**src/core/cmd_link_pkg.sv**
```systemverilog
// Constants, field layout and state type of the serial command link
package cmd_link_pkg;
  // Core clock rate and documented link timings
  localparam int CLK_MHZ = 40;
  localparam int DEB_NS = 70;
  localparam int SHUT_NS = 1200;
  // Least times round up to whole cycles
  localparam int DEB_CYC = (DEB_NS * CLK_MHZ + 999) / 1000;
  localparam int SHUT_CYC = (SHUT_NS * CLK_MHZ + 999) / 1000;
  localparam int DEB_CW = 2;
  localparam int SHUT_CW = 6;
  localparam logic [DEB_CW-1:0] DEB_LIMIT = DEB_CW'(DEB_CYC);
  localparam logic [SHUT_CW-1:0] SHUT_LIMIT = SHUT_CW'(SHUT_CYC - 1);
  // Command byte layout, sent msb first
  localparam int CMD_W = 8;
  localparam int BIT_MODE = 7;
  localparam int PROTO_HI = 6;
  localparam int PROTO_LO = 4;
  localparam int BIT_DEPTH = 3;
  localparam int BIT_AM = 2;
  localparam int BIT_BAUD = 1;
  localparam logic [2:0] LAST_BIT = 3'h7;
  localparam logic [2:0] PROTO_DIRECT = 3'h0;
  localparam logic [2:0] PROTO_RES_A = 3'h5;
  localparam logic [2:0] PROTO_RES_B = 3'h6;
  localparam logic [2:0] PROTO_CFG = 3'h7;
  localparam logic [7:0] CFG_READ = 8'h71;
  localparam logic [7:0] CFG_WRITE = 8'h7D;
  localparam logic [7:0] CFG_PDOWN = 8'h7E;
  typedef enum logic [2:0] {
    ST_IDLE = 3'h0,
    ST_START = 3'h1,
    ST_CMD = 3'h2,
    ST_PAYLOAD = 3'h3,
    ST_DIR_WAIT = 3'h4,
    ST_DIR_ARM = 3'h5,
    ST_DIR_RUN = 3'h6
  } link_state_type;
endpackage

```
**src/core/line_events_if.sv**
```systemverilog
// Filtered levels and edges of the strobe and data-in lines
`timescale 1ns/1ps
interface line_events_if;
  logic strobe;
  logic data;
  logic strobe_rise;
  logic strobe_fall;
  logic data_rise;
  logic data_fall;
  modport src (output strobe, output data, output strobe_rise, output strobe_fall,
               output data_rise, output data_fall);
  modport snk (input strobe, input data, input strobe_rise, input strobe_fall,
               input data_rise, input data_fall);
endinterface

```
**src/core/line_filter.sv**
```systemverilog
// Resynchroniser and debouncer for the two link input lines
`timescale 1ns/1ps
module line_filter (
  input wire logic ref_clk_in,
  input wire logic rst_in,
  input wire logic strobe_in,
  input wire logic data_in,
  line_events_if.src ev
);
  logic [1:0] sync1_ff;
  logic [1:0] sync2_ff;
  logic [1:0] level_ff;
  logic [1:0] prev_ff;
  logic [cmd_link_pkg::DEB_CW-1:0] cnt_ff [2];

  always_ff @(posedge ref_clk_in) begin
    if (rst_in) begin
      sync1_ff <= 2'h0;
      sync2_ff <= 2'h0;
    end else begin
      sync1_ff <= {strobe_in, data_in};
      sync2_ff <= sync1_ff;
    end
  end

  // A new level is taken only once it has held for the whole debounce time
  always_ff @(posedge ref_clk_in) begin
    if (rst_in) begin
      level_ff <= 2'h0;
      prev_ff <= 2'h0;
      cnt_ff[0] <= '0;
      cnt_ff[1] <= '0;
    end else begin
      prev_ff <= level_ff;
      for (int i = 0; i < 2; i++) begin
        if (sync2_ff[i] == level_ff[i]) begin
          cnt_ff[i] <= '0;
        end else if (cnt_ff[i] == cmd_link_pkg::DEB_LIMIT) begin
          level_ff[i] <= sync2_ff[i];
          cnt_ff[i] <= '0;
        end else begin
          cnt_ff[i] <= cnt_ff[i] + 1'b1;
        end
      end
    end
  end

  assign ev.strobe = level_ff[1];
  assign ev.data = level_ff[0];
  assign ev.strobe_rise = level_ff[1] & ~prev_ff[1];
  assign ev.strobe_fall = ~level_ff[1] & prev_ff[1];
  assign ev.data_rise = level_ff[0] & ~prev_ff[0];
  assign ev.data_fall = ~level_ff[0] & prev_ff[0];
endmodule // line_filter

```
**src/core/cmd_check.sv**
```systemverilog
// Parity check and class decode of an assembled command byte
`timescale 1ns/1ps
module cmd_check (
  input wire logic [7:0] byte_in,
  output logic parity_ok_out,
  output logic direct_out,
  output logic reserved_out,
  output logic config_out,
  output logic cfg_read_out,
  output logic cfg_write_out,
  output logic cfg_pdown_out
);
  logic [2:0] proto;

  assign proto = byte_in[cmd_link_pkg::PROTO_HI:cmd_link_pkg::PROTO_LO];
  assign parity_ok_out = ~(^byte_in);
  assign direct_out = proto == cmd_link_pkg::PROTO_DIRECT;
  assign reserved_out = (proto == cmd_link_pkg::PROTO_RES_A) | (proto == cmd_link_pkg::PROTO_RES_B);
  assign config_out = proto == cmd_link_pkg::PROTO_CFG;
  assign cfg_read_out = byte_in == cmd_link_pkg::CFG_READ;
  assign cfg_write_out = byte_in == cmd_link_pkg::CFG_WRITE;
  assign cfg_pdown_out = byte_in == cmd_link_pkg::CFG_PDOWN;
endmodule // cmd_check

```
**src/core/transceiver_command_link.sv**
```systemverilog
// Three-wire serial command front end: framing, command decode, transmitter control
`timescale 1ns/1ps
// What this block does
// - Strobe and data-in are resynchronised and debounced; changes shorter than 70 ns are ignored.
// - Transaction is start, command byte msb first, payload bits, stop.
// - Any start condition outside direct run begins a new sequence, whatever came before.
// - Start is data-in rising while strobe stays high.
// - Stop is data-in falling while strobe stays high; it ends the payload.
// - Each bit is captured on the strobe rising edge.
// - Bits 6 to 4 select protocol, direct mode or configuration commands.
// - Bit 3 modulation depth, bit 2 AM or FSK, bit 1 baud rate.
// - Bit 0 makes the command byte even parity.
// - Configuration bytes decode to register read, register write and power down.
// - Start then stop inside one strobe high period switches the transmitter off.
// - That data pulse must last 1.2 us to count as a shutdown.
// - Transmitter stays on after an RF command until a shutdown or a direct-mode exit.
// - New commands are taken while the transmitter is still on.
// - RF commands switch the transmitter on; configuration commands leave it alone.
// - Start, single one bit, stop switches the transmitter on.
// - Register mode command is one leading one bit using stored configuration.
// - Direct mode routes data-in to modulator, demod to data-out; strobe fall exits.
module transceiver_command_link (
  input wire logic ref_clk_in,
  input wire logic rst_in,
  input wire logic strobe_in,
  input wire logic data_in,
  input wire logic demod_in,
  output logic data_out,
  output logic tx_on_out,
  output logic mod_out,
  output logic direct_active_out,
  output logic register_mode_out,
  output logic [2:0] protocol_out,
  output logic depth_full_out,
  output logic am_demod_out,
  output logic high_baud_out,
  output logic cmd_valid_out,
  output logic parity_err_out,
  output logic cfg_read_out,
  output logic cfg_write_out,
  output logic power_down_out,
  output logic cfg_load_out,
  output logic payload_valid_out,
  output logic payload_bit_out,
  output logic frame_end_out,
  output logic carrier_shutdown_out
);
  line_events_if ev ();

  cmd_link_pkg::link_state_type state_ff;
  logic [2:0] bit_cnt_ff;
  logic [6:0] shift_ff;
  logic [cmd_link_pkg::SHUT_CW-1:0] pulse_cnt_ff;
  logic [1:0] demod_sync_ff;
  logic tx_on_ff;
  logic mod_ff;
  logic dout_ff;
  logic reg_mode_ff;
  logic [2:0] proto_ff;
  logic depth_ff;
  logic am_ff;
  logic baud_ff;
  logic cmd_valid_ff;
  logic parity_err_ff;
  logic cfg_read_ff;
  logic cfg_write_ff;
  logic pdown_ff;
  logic cfg_load_ff;
  logic pay_valid_ff;
  logic pay_bit_ff;
  logic frame_end_ff;
  logic shut_ff;

  logic in_run;
  logic start_ev;
  logic stop_ev;
  logic bit_ev;
  logic reg_hit;
  logic byte_done;
  logic rf_ok;
  logic shutdown;
  logic run_exit;
  logic [7:0] cmd_byte;
  logic par_ok;
  logic is_direct;
  logic is_res;
  logic is_cfg;
  logic c_rd;
  logic c_wr;
  logic c_pd;

  line_filter u_filter (
    .ref_clk_in(ref_clk_in),
    .rst_in(rst_in),
    .strobe_in(strobe_in),
    .data_in(data_in),
    .ev(ev.src)
  );

  cmd_check u_check (
    .byte_in(cmd_byte),
    .parity_ok_out(par_ok),
    .direct_out(is_direct),
    .reserved_out(is_res),
    .config_out(is_cfg),
    .cfg_read_out(c_rd),
    .cfg_write_out(c_wr),
    .cfg_pdown_out(c_pd)
  );

  // In direct run data-in is modulation, so its edges are not framing
  assign in_run = state_ff == cmd_link_pkg::ST_DIR_RUN;
  assign start_ev = ev.data_rise & ev.strobe & ~in_run;
  assign stop_ev = ev.data_fall & ev.strobe & ~in_run;
  assign bit_ev = ev.strobe_rise;
  assign cmd_byte = {shift_ff, ev.data};
  assign reg_hit = (state_ff == cmd_link_pkg::ST_CMD) & bit_ev
                   & (bit_cnt_ff == 3'h0) & ev.data;
  assign byte_done = (state_ff == cmd_link_pkg::ST_CMD) & bit_ev
                     & (bit_cnt_ff == cmd_link_pkg::LAST_BIT);
  assign rf_ok = byte_done & par_ok & ~is_cfg & ~is_res;
  // A start that closes within the same strobe high is a shutdown only if long enough
  assign shutdown = stop_ev & (state_ff == cmd_link_pkg::ST_START)
                    & (pulse_cnt_ff == cmd_link_pkg::SHUT_LIMIT);
  assign run_exit = in_run & ev.strobe_fall;

  always_ff @(posedge ref_clk_in) begin
    if (rst_in) begin
      state_ff <= cmd_link_pkg::ST_IDLE;
    end else if (start_ev) begin
      state_ff <= cmd_link_pkg::ST_START;
    end else if (stop_ev) begin
      if (state_ff == cmd_link_pkg::ST_DIR_WAIT) begin
        state_ff <= cmd_link_pkg::ST_DIR_ARM;
      end else begin
        state_ff <= cmd_link_pkg::ST_IDLE;
      end
    end else begin
      unique case (state_ff)
        cmd_link_pkg::ST_IDLE: begin
          state_ff <= cmd_link_pkg::ST_IDLE;
        end
        cmd_link_pkg::ST_START: begin
          if (ev.strobe_fall) begin
            state_ff <= cmd_link_pkg::ST_CMD;
          end
        end
        cmd_link_pkg::ST_CMD: begin
          if (reg_hit) begin
            state_ff <= cmd_link_pkg::ST_PAYLOAD;
          end else if (byte_done) begin
            if (!par_ok || is_res) begin
              state_ff <= cmd_link_pkg::ST_IDLE;
            end else if (is_direct) begin
              state_ff <= cmd_link_pkg::ST_DIR_WAIT;
            end else if (!is_cfg || c_wr) begin
              state_ff <= cmd_link_pkg::ST_PAYLOAD;
            end else begin
              state_ff <= cmd_link_pkg::ST_IDLE;
            end
          end
        end
        cmd_link_pkg::ST_PAYLOAD: begin
          state_ff <= cmd_link_pkg::ST_PAYLOAD;
        end
        cmd_link_pkg::ST_DIR_WAIT: begin
          state_ff <= cmd_link_pkg::ST_DIR_WAIT;
        end
        cmd_link_pkg::ST_DIR_ARM: begin
          if (bit_ev) begin
            state_ff <= cmd_link_pkg::ST_DIR_RUN;
          end
        end
        cmd_link_pkg::ST_DIR_RUN: begin
          if (ev.strobe_fall) begin
            state_ff <= cmd_link_pkg::ST_IDLE;
          end
        end
        default: begin
          state_ff <= cmd_link_pkg::ST_IDLE;
        end
      endcase
    end
  end

  // Command bits shift in msb first
  always_ff @(posedge ref_clk_in) begin
    if (rst_in) begin
      bit_cnt_ff <= 3'h0;
      shift_ff <= 7'h00;
    end else if (start_ev) begin
      bit_cnt_ff <= 3'h0;
    end else if ((state_ff == cmd_link_pkg::ST_CMD) && bit_ev) begin
      bit_cnt_ff <= bit_cnt_ff + 3'h1;
      shift_ff <= cmd_byte[6:0];
    end
  end

  // Saturating width of the data pulse that opened the sequence
  always_ff @(posedge ref_clk_in) begin
    if (rst_in) begin
      pulse_cnt_ff <= '0;
    end else if (start_ev) begin
      pulse_cnt_ff <= '0;
    end else if ((state_ff == cmd_link_pkg::ST_START) && (pulse_cnt_ff != cmd_link_pkg::SHUT_LIMIT)) begin
      pulse_cnt_ff <= pulse_cnt_ff + 1'b1;
    end
  end

  // Transmitter stays on until a shutdown or a direct-mode exit
  always_ff @(posedge ref_clk_in) begin
    if (rst_in) begin
      tx_on_ff <= 1'b0;
    end else if (shutdown || run_exit) begin
      tx_on_ff <= 1'b0;
    end else if (reg_hit || rf_ok) begin
      tx_on_ff <= 1'b1;
    end
  end

  // Configuration held for the modulator, demodulator and encoder
  always_ff @(posedge ref_clk_in) begin
    if (rst_in) begin
      reg_mode_ff <= 1'b0;
      proto_ff <= 3'h0;
      depth_ff <= 1'b0;
      am_ff <= 1'b0;
      baud_ff <= 1'b0;
    end else if (reg_hit) begin
      reg_mode_ff <= 1'b1;
    end else if (rf_ok) begin
      reg_mode_ff <= cmd_byte[cmd_link_pkg::BIT_MODE];
      proto_ff <= cmd_byte[cmd_link_pkg::PROTO_HI:cmd_link_pkg::PROTO_LO];
      depth_ff <= cmd_byte[cmd_link_pkg::BIT_DEPTH];
      am_ff <= cmd_byte[cmd_link_pkg::BIT_AM];
      baud_ff <= cmd_byte[cmd_link_pkg::BIT_BAUD];
    end
  end

  // One-cycle command and payload strobes, and the payload bit held from one strobe rise to the next
  always_ff @(posedge ref_clk_in) begin
    if (rst_in) begin
      cmd_valid_ff <= 1'b0;
      parity_err_ff <= 1'b0;
      cfg_read_ff <= 1'b0;
      cfg_write_ff <= 1'b0;
      pdown_ff <= 1'b0;
      pay_valid_ff <= 1'b0;
      pay_bit_ff <= 1'b0;
      frame_end_ff <= 1'b0;
      shut_ff <= 1'b0;
    end else begin
      cmd_valid_ff <= reg_hit | rf_ok;
      parity_err_ff <= byte_done & ~par_ok;
      cfg_read_ff <= byte_done & par_ok & c_rd;
      cfg_write_ff <= byte_done & par_ok & c_wr;
      pdown_ff <= byte_done & par_ok & c_pd;
      pay_valid_ff <= (state_ff == cmd_link_pkg::ST_PAYLOAD) & bit_ev;
      pay_bit_ff <= bit_ev ? ev.data : pay_bit_ff;
      frame_end_ff <= stop_ev & (state_ff == cmd_link_pkg::ST_PAYLOAD);
      shut_ff <= shutdown;
    end
  end

  // Payload bits belong to the configuration register until the next start
  always_ff @(posedge ref_clk_in) begin
    if (rst_in || start_ev) begin
      cfg_load_ff <= 1'b0;
    end else if (byte_done && par_ok && c_wr) begin
      cfg_load_ff <= 1'b1;
    end
  end

  // Direct path; the demodulator output is asynchronous to this clock
  always_ff @(posedge ref_clk_in) begin
    if (rst_in) begin
      demod_sync_ff <= 2'h0;
      mod_ff <= 1'b0;
      dout_ff <= 1'b0;
    end else begin
      demod_sync_ff <= {demod_sync_ff[0], demod_in};
      mod_ff <= in_run & ~ev.strobe_fall & ev.data;
      dout_ff <= in_run & ~ev.strobe_fall & demod_sync_ff[1];
    end
  end

  assign data_out = dout_ff;
  assign tx_on_out = tx_on_ff;
  assign mod_out = mod_ff;
  assign direct_active_out = in_run;
  assign register_mode_out = reg_mode_ff;
  assign protocol_out = proto_ff;
  assign depth_full_out = depth_ff;
  assign am_demod_out = am_ff;
  assign high_baud_out = baud_ff;
  assign cmd_valid_out = cmd_valid_ff;
  assign parity_err_out = parity_err_ff;
  assign cfg_read_out = cfg_read_ff;
  assign cfg_write_out = cfg_write_ff;
  assign power_down_out = pdown_ff;
  assign cfg_load_out = cfg_load_ff;
  assign payload_valid_out = pay_valid_ff;
  assign payload_bit_out = pay_bit_ff;
  assign frame_end_out = frame_end_ff;
  assign carrier_shutdown_out = shut_ff;

  // Checker-only count of cycles since a start with data and strobe both still high.
  // It is kept apart from the shutdown counter so that a fault there cannot hide itself.
  logic [cmd_link_pkg::SHUT_CW-1:0] hi_len_ff;

  always_ff @(posedge ref_clk_in) begin
    if (rst_in) begin
      hi_len_ff <= '0;
    end else if (!(ev.data && ev.strobe)) begin
      hi_len_ff <= '0;
    end else if (start_ev || ((hi_len_ff != '0) && (hi_len_ff != '1))) begin
      hi_len_ff <= hi_len_ff + 1'b1;
    end
  end
endmodule // transceiver_command_link

```
**config.mk**
```make
export PLATFORM = sky130hd
export DESIGN_NAME = transceiver_command_link
export DESIGN_NICKNAME = d
export VERILOG_FILES = /design/src/core/cmd_link_pkg.sv /design/src/core/line_events_if.sv /design/src/core/line_filter.sv /design/src/core/cmd_check.sv /design/src/core/transceiver_command_link.sv
export SDC_FILE = /design/constraint.sdc
export NUM_CORES = 1
export LEC_CHECK = 0
export BUFFER_PORTS_ARGS = -buffer_cell sky130_fd_sc_hd__buf_2
export CAP_MARGIN = 20
export CORE_AREA = 3 3 82 84
export DETAILED_ROUTE_END_ITERATION = 12
export DIE_AREA = 0 0 85 87
export SLEW_MARGIN = 40
export SYNTH_ARGS = -nofsm -noshare
export SYNTH_HDL_FRONTEND = slang
export SYNTH_SLANG_ARGS = --single-unit
```
**constraint.sdc**
```tcl
create_clock -name ref_clk_in -period 2.69 [get_ports ref_clk_in]
set_input_delay 0.538 -clock ref_clk_in [delete_from_list [all_inputs] [get_ports ref_clk_in]]
set_output_delay 0.538 -clock ref_clk_in [all_outputs]
set_load 0.005 [all_outputs]
```
==> flow_metrics.tcl <==
set metrics [dict create \
    setup_viol 0 \
    cts_setup_buffers 0 \
    grt_pass1_vias 1717 \
    timing.rr.end "tx_on_out$_SDFFE_PP0P_" \
    dp.cells 349 \
    dieArea_mm2 0.00740 \
    initial_utilization_pct 40.5 \
    critPathKind "register to register" \
    cts_tree "yes" \
    synthTopCellsByCount "dfxtp_1, nor2_1, inv_1, ha_1" \
    timing.fmax_ghz 0.418 \
    final_cell_area_mm2 0.00272 \
    via_per_inst 4.96 \
    yosysTopAreaCell "dfxtp_1" \
    cp-start-kind "register" \
    grt_overflow 0 \
    crit_chain "inv_1 -> ha_1 -> xnor2_1 -> xor2_1 -> a31o_2 -> a21oi_1 -> a2111oi_0" \
    ys_types 51 \
    yosysMostFrequentCell "dfxtp_1" \
    r2r-start "u_filter.level_ff[0]$_SDFFE_PP0P_" \
    worst_pin_slew_ns 0.589 \
    synth-seq-area-share_pct 45.4 \
    hold_path_class "primary input to register" \
    leakage_nw 1.11 \
    fin_nets 302 \
    grt_max_degree 24 \
    seqCellArea_mm2 0.00110 \
    arrival_ns 2.57 \
    rows 28 \
    slew_headroom_pct 60.7 \
    drv_slew 0 \
    netlist_area_mm2 0.00243 \
    vias 1772 \
    ys_ff_latch 53 \
    cts_resized 0 \
    gp_congestion 0.821 \
    hp-start "strobe_in" \
    diodes 0 \
    ios 26 \
    fin_setup_tns_ns 0 \
    holdPathEnd "u_filter.sync1_ff[1]$_SDFF_PP0_" \
    routed_wl_um 4680 \
    worstSetupEndpointType "register" \
    grt.total_usage_pct 13.6 \
    synth_top_area_share_pct 40.4 \
    stdcell_count 357 \
    die_y_um 87 \
    synth_edf_count 4 \
    cts_max_path_buffers 2 \
    cpMaxStageDelayCell "dfxtp_1" \
    yosysWarnings 0 \
    clkTransAtPathRegs_ns 0.09 \
    ctsHoldBuffers 0 \
    grt_pass1_wl_um 8020 \
    finalCritPeriodShare_pct 89.0 \
    antenna_found_initial 0 \
    worstSkewPairLatency_ns 0.30 \
    whs_path_depth 2 \
    drt_iter0_markers 86 \
    slowest_delay_ns 0.48 \
    cts_max_level 2 \
    reg2reg_slack_ns 0.30 \
    finClkSkew_ns 0.00878 \
    dpl_cell_area_mm2 0.00264 \
    cp.required_ns 2.86 \
    r2r_cells 7 \
    maxCapViolCount 0 \
    drt-pass1-iter-count 4 \
    die-width_um 85 \
    pwr_density_cell_mw_per_mm2 468 \
    synth-main-ff-cell "dfxtp_1" \
    outcome "finished, final reports clean" \
    drtAntennaViolNets 0 \
    cp_max_fo 8 \
    place_hpwl_um 3420 \
    wl_per_cell_um 13.1 \
    period_minus_slack_ns 2.39 \
    syn_avg_cell_area_um2 9.67 \
    drc 0 \
    numCtsBuffers 5 \
    synth.area.top_cells "dfxtp_1, ha_1, mux2i_1" \
    rsz0062_at_grt "false" \
    vdd_drop_max_mv 0.271 \
    netlist_instances 251 \
    io_buffers 25 \
    multi_input_comb_area_mm2 0.00123 \
    hold_viol 0 \
    clock_sinks 53 \
    area_growth_syn_to_layout_pct 12.2 \
    synthArstFlopShare_pct 0 \
    core_area_mm2 0.00599 \
    root_buffer "clkbuf_8" \
    n_fill_cell 601 \
    drive_above_1_share_pct 14.5 \
]
-- per-layer routing --
metal,vias up,GRT usage (%),share of wire (%)
met3,13,3.31,4.1
li1,917,-,-
met2,33,21.3,44
met4,0,6.76,2.8
met5,-,0,0
met1,809,17.6,49
-- worst max-delay path, delay by kind of cell, from the launching register on --
kind | cells | cell delay [ns]
flip-flops | 1 | 0.48
buffers and inverters | 1 | 0.16
AO/OA/AOI/OAI | 3 | 0.71
XOR/XNOR | 2 | 0.58
adder cells (fa/ha/maj) | 1 | 0.33
-- cell usage in the layout, fill, tap and decap left out, types with 2 or more instances in the layout --
cell type   n
nor2b_1     9
inv_1      17
nor2_1     31
conb_1      4
a211oi_1    2
o31a_1      2
nor3_1      8
nand2b_1    4
ha_1       16
edfxtp_1    4
clkbuf_8    5
nand2_1    15
dfxtp_1    49
buf_2      25
a21oi_1     6
mux2i_1    15
nand3_1     4
and3b_1     4
nand4_1     5
a31oi_1     4
or3_1       4
nor4_1      2
nand3b_1    2
buf_4       3
xnor2_1     6
and3_1      5
xor2_1      6
-- sequential cells by signal, indices dropped and copies added (netlist names), 2 cells and up --
name and flops:
pulse_cnt_ff 6, state_ff 3, u_filter.sync2_ff 2, protocol_out 3
u_filter.prev_ff 2, u_filter.cnt_ff 4, shift_ff 7, u_filter.level_ff 2
bit_cnt_ff 3, u_filter.sync1_ff 2, demod_sync_ff 2
-- power breakdown --
| part | internal [mW] | switching [mW] |
|---|---|---|
| logic | 0.0110 | 0.0196 |
| registers | 0.801 | 0.00322 |
| clock network | 0.186 | 0.254 |
| total | 0.998 | 0.276 |
-- logic make-up (layout without fill, tap and decap cells) --
group / after synthesis / count (layout) / synth area share (%)
other: 1 / 4 / 0.155
XOR/XNOR: 12 / 12 / 4.33
multiplexers: 15 / 15 / 6.19
adder cells (fa/ha/maj): 16 / 16 / 8.25
AO/OA/AOI/OAI: 28 / 28 / 8.30
AND/OR/NAND/NOR: 100 / 100 / 22.8
buffers and inverters: 26 / 54 / 4.54
flip-flops: 53 / 53 / 45.4
-- final cells by class --
| cell class | count | share of cell area, % |
|---|---|---|
| inverter | 18 | 2.48 |
| tap | 75 | 3.45 |
| clock inverter | 2 | 0.506 |
| multi-input combinational | 175 | 45.0 |
| timing repair buffer | 28 | 5.42 |
| sequential | 53 | 40.4 |
| clock buffer | 6 | 2.67 |
-- worst max-delay path by stage --
stage                                       from  cells after the start                           end  slack (ns)
2_1_floorplan  u_filter.level_ff[0]$_SDFFE_PP0P_                      7     am_demod_out$_SDFFE_PP0P_        0.51
3_3_place_gp   u_filter.level_ff[0]$_SDFFE_PP0P_                      8  protocol_out[2]$_SDFFE_PP0P_        0.51
3_5_place_dp   u_filter.level_ff[0]$_SDFFE_PP0P_                      7        tx_on_out$_SDFFE_PP0P_        0.41
4_1_cts        u_filter.level_ff[0]$_SDFFE_PP0P_                      7        tx_on_out$_SDFFE_PP0P_        0.26
5_1_grt        u_filter.level_ff[0]$_SDFFE_PP0P_                      7        tx_on_out$_SDFFE_PP0P_        0.02
6_report       u_filter.level_ff[0]$_SDFFE_PP0P_                      7        tx_on_out$_SDFFE_PP0P_        0.30
-- metrics by stage --
stage                     util [%]  power (mW)  worst slack, ns  hold slack (ns)
after floorplan                  -       0.845            0.510            0.414
after global placement        44.0       0.853            0.506            0.419
after detailed placement      44.0       0.854            0.407            0.427
after CTS                     45.4        1.30            0.262            0.429
after global routing          45.4        1.33           0.0217            0.429
final                         45.4        1.27            0.296            0.442
No activity file was read; power rests on OpenSTA's default activity.
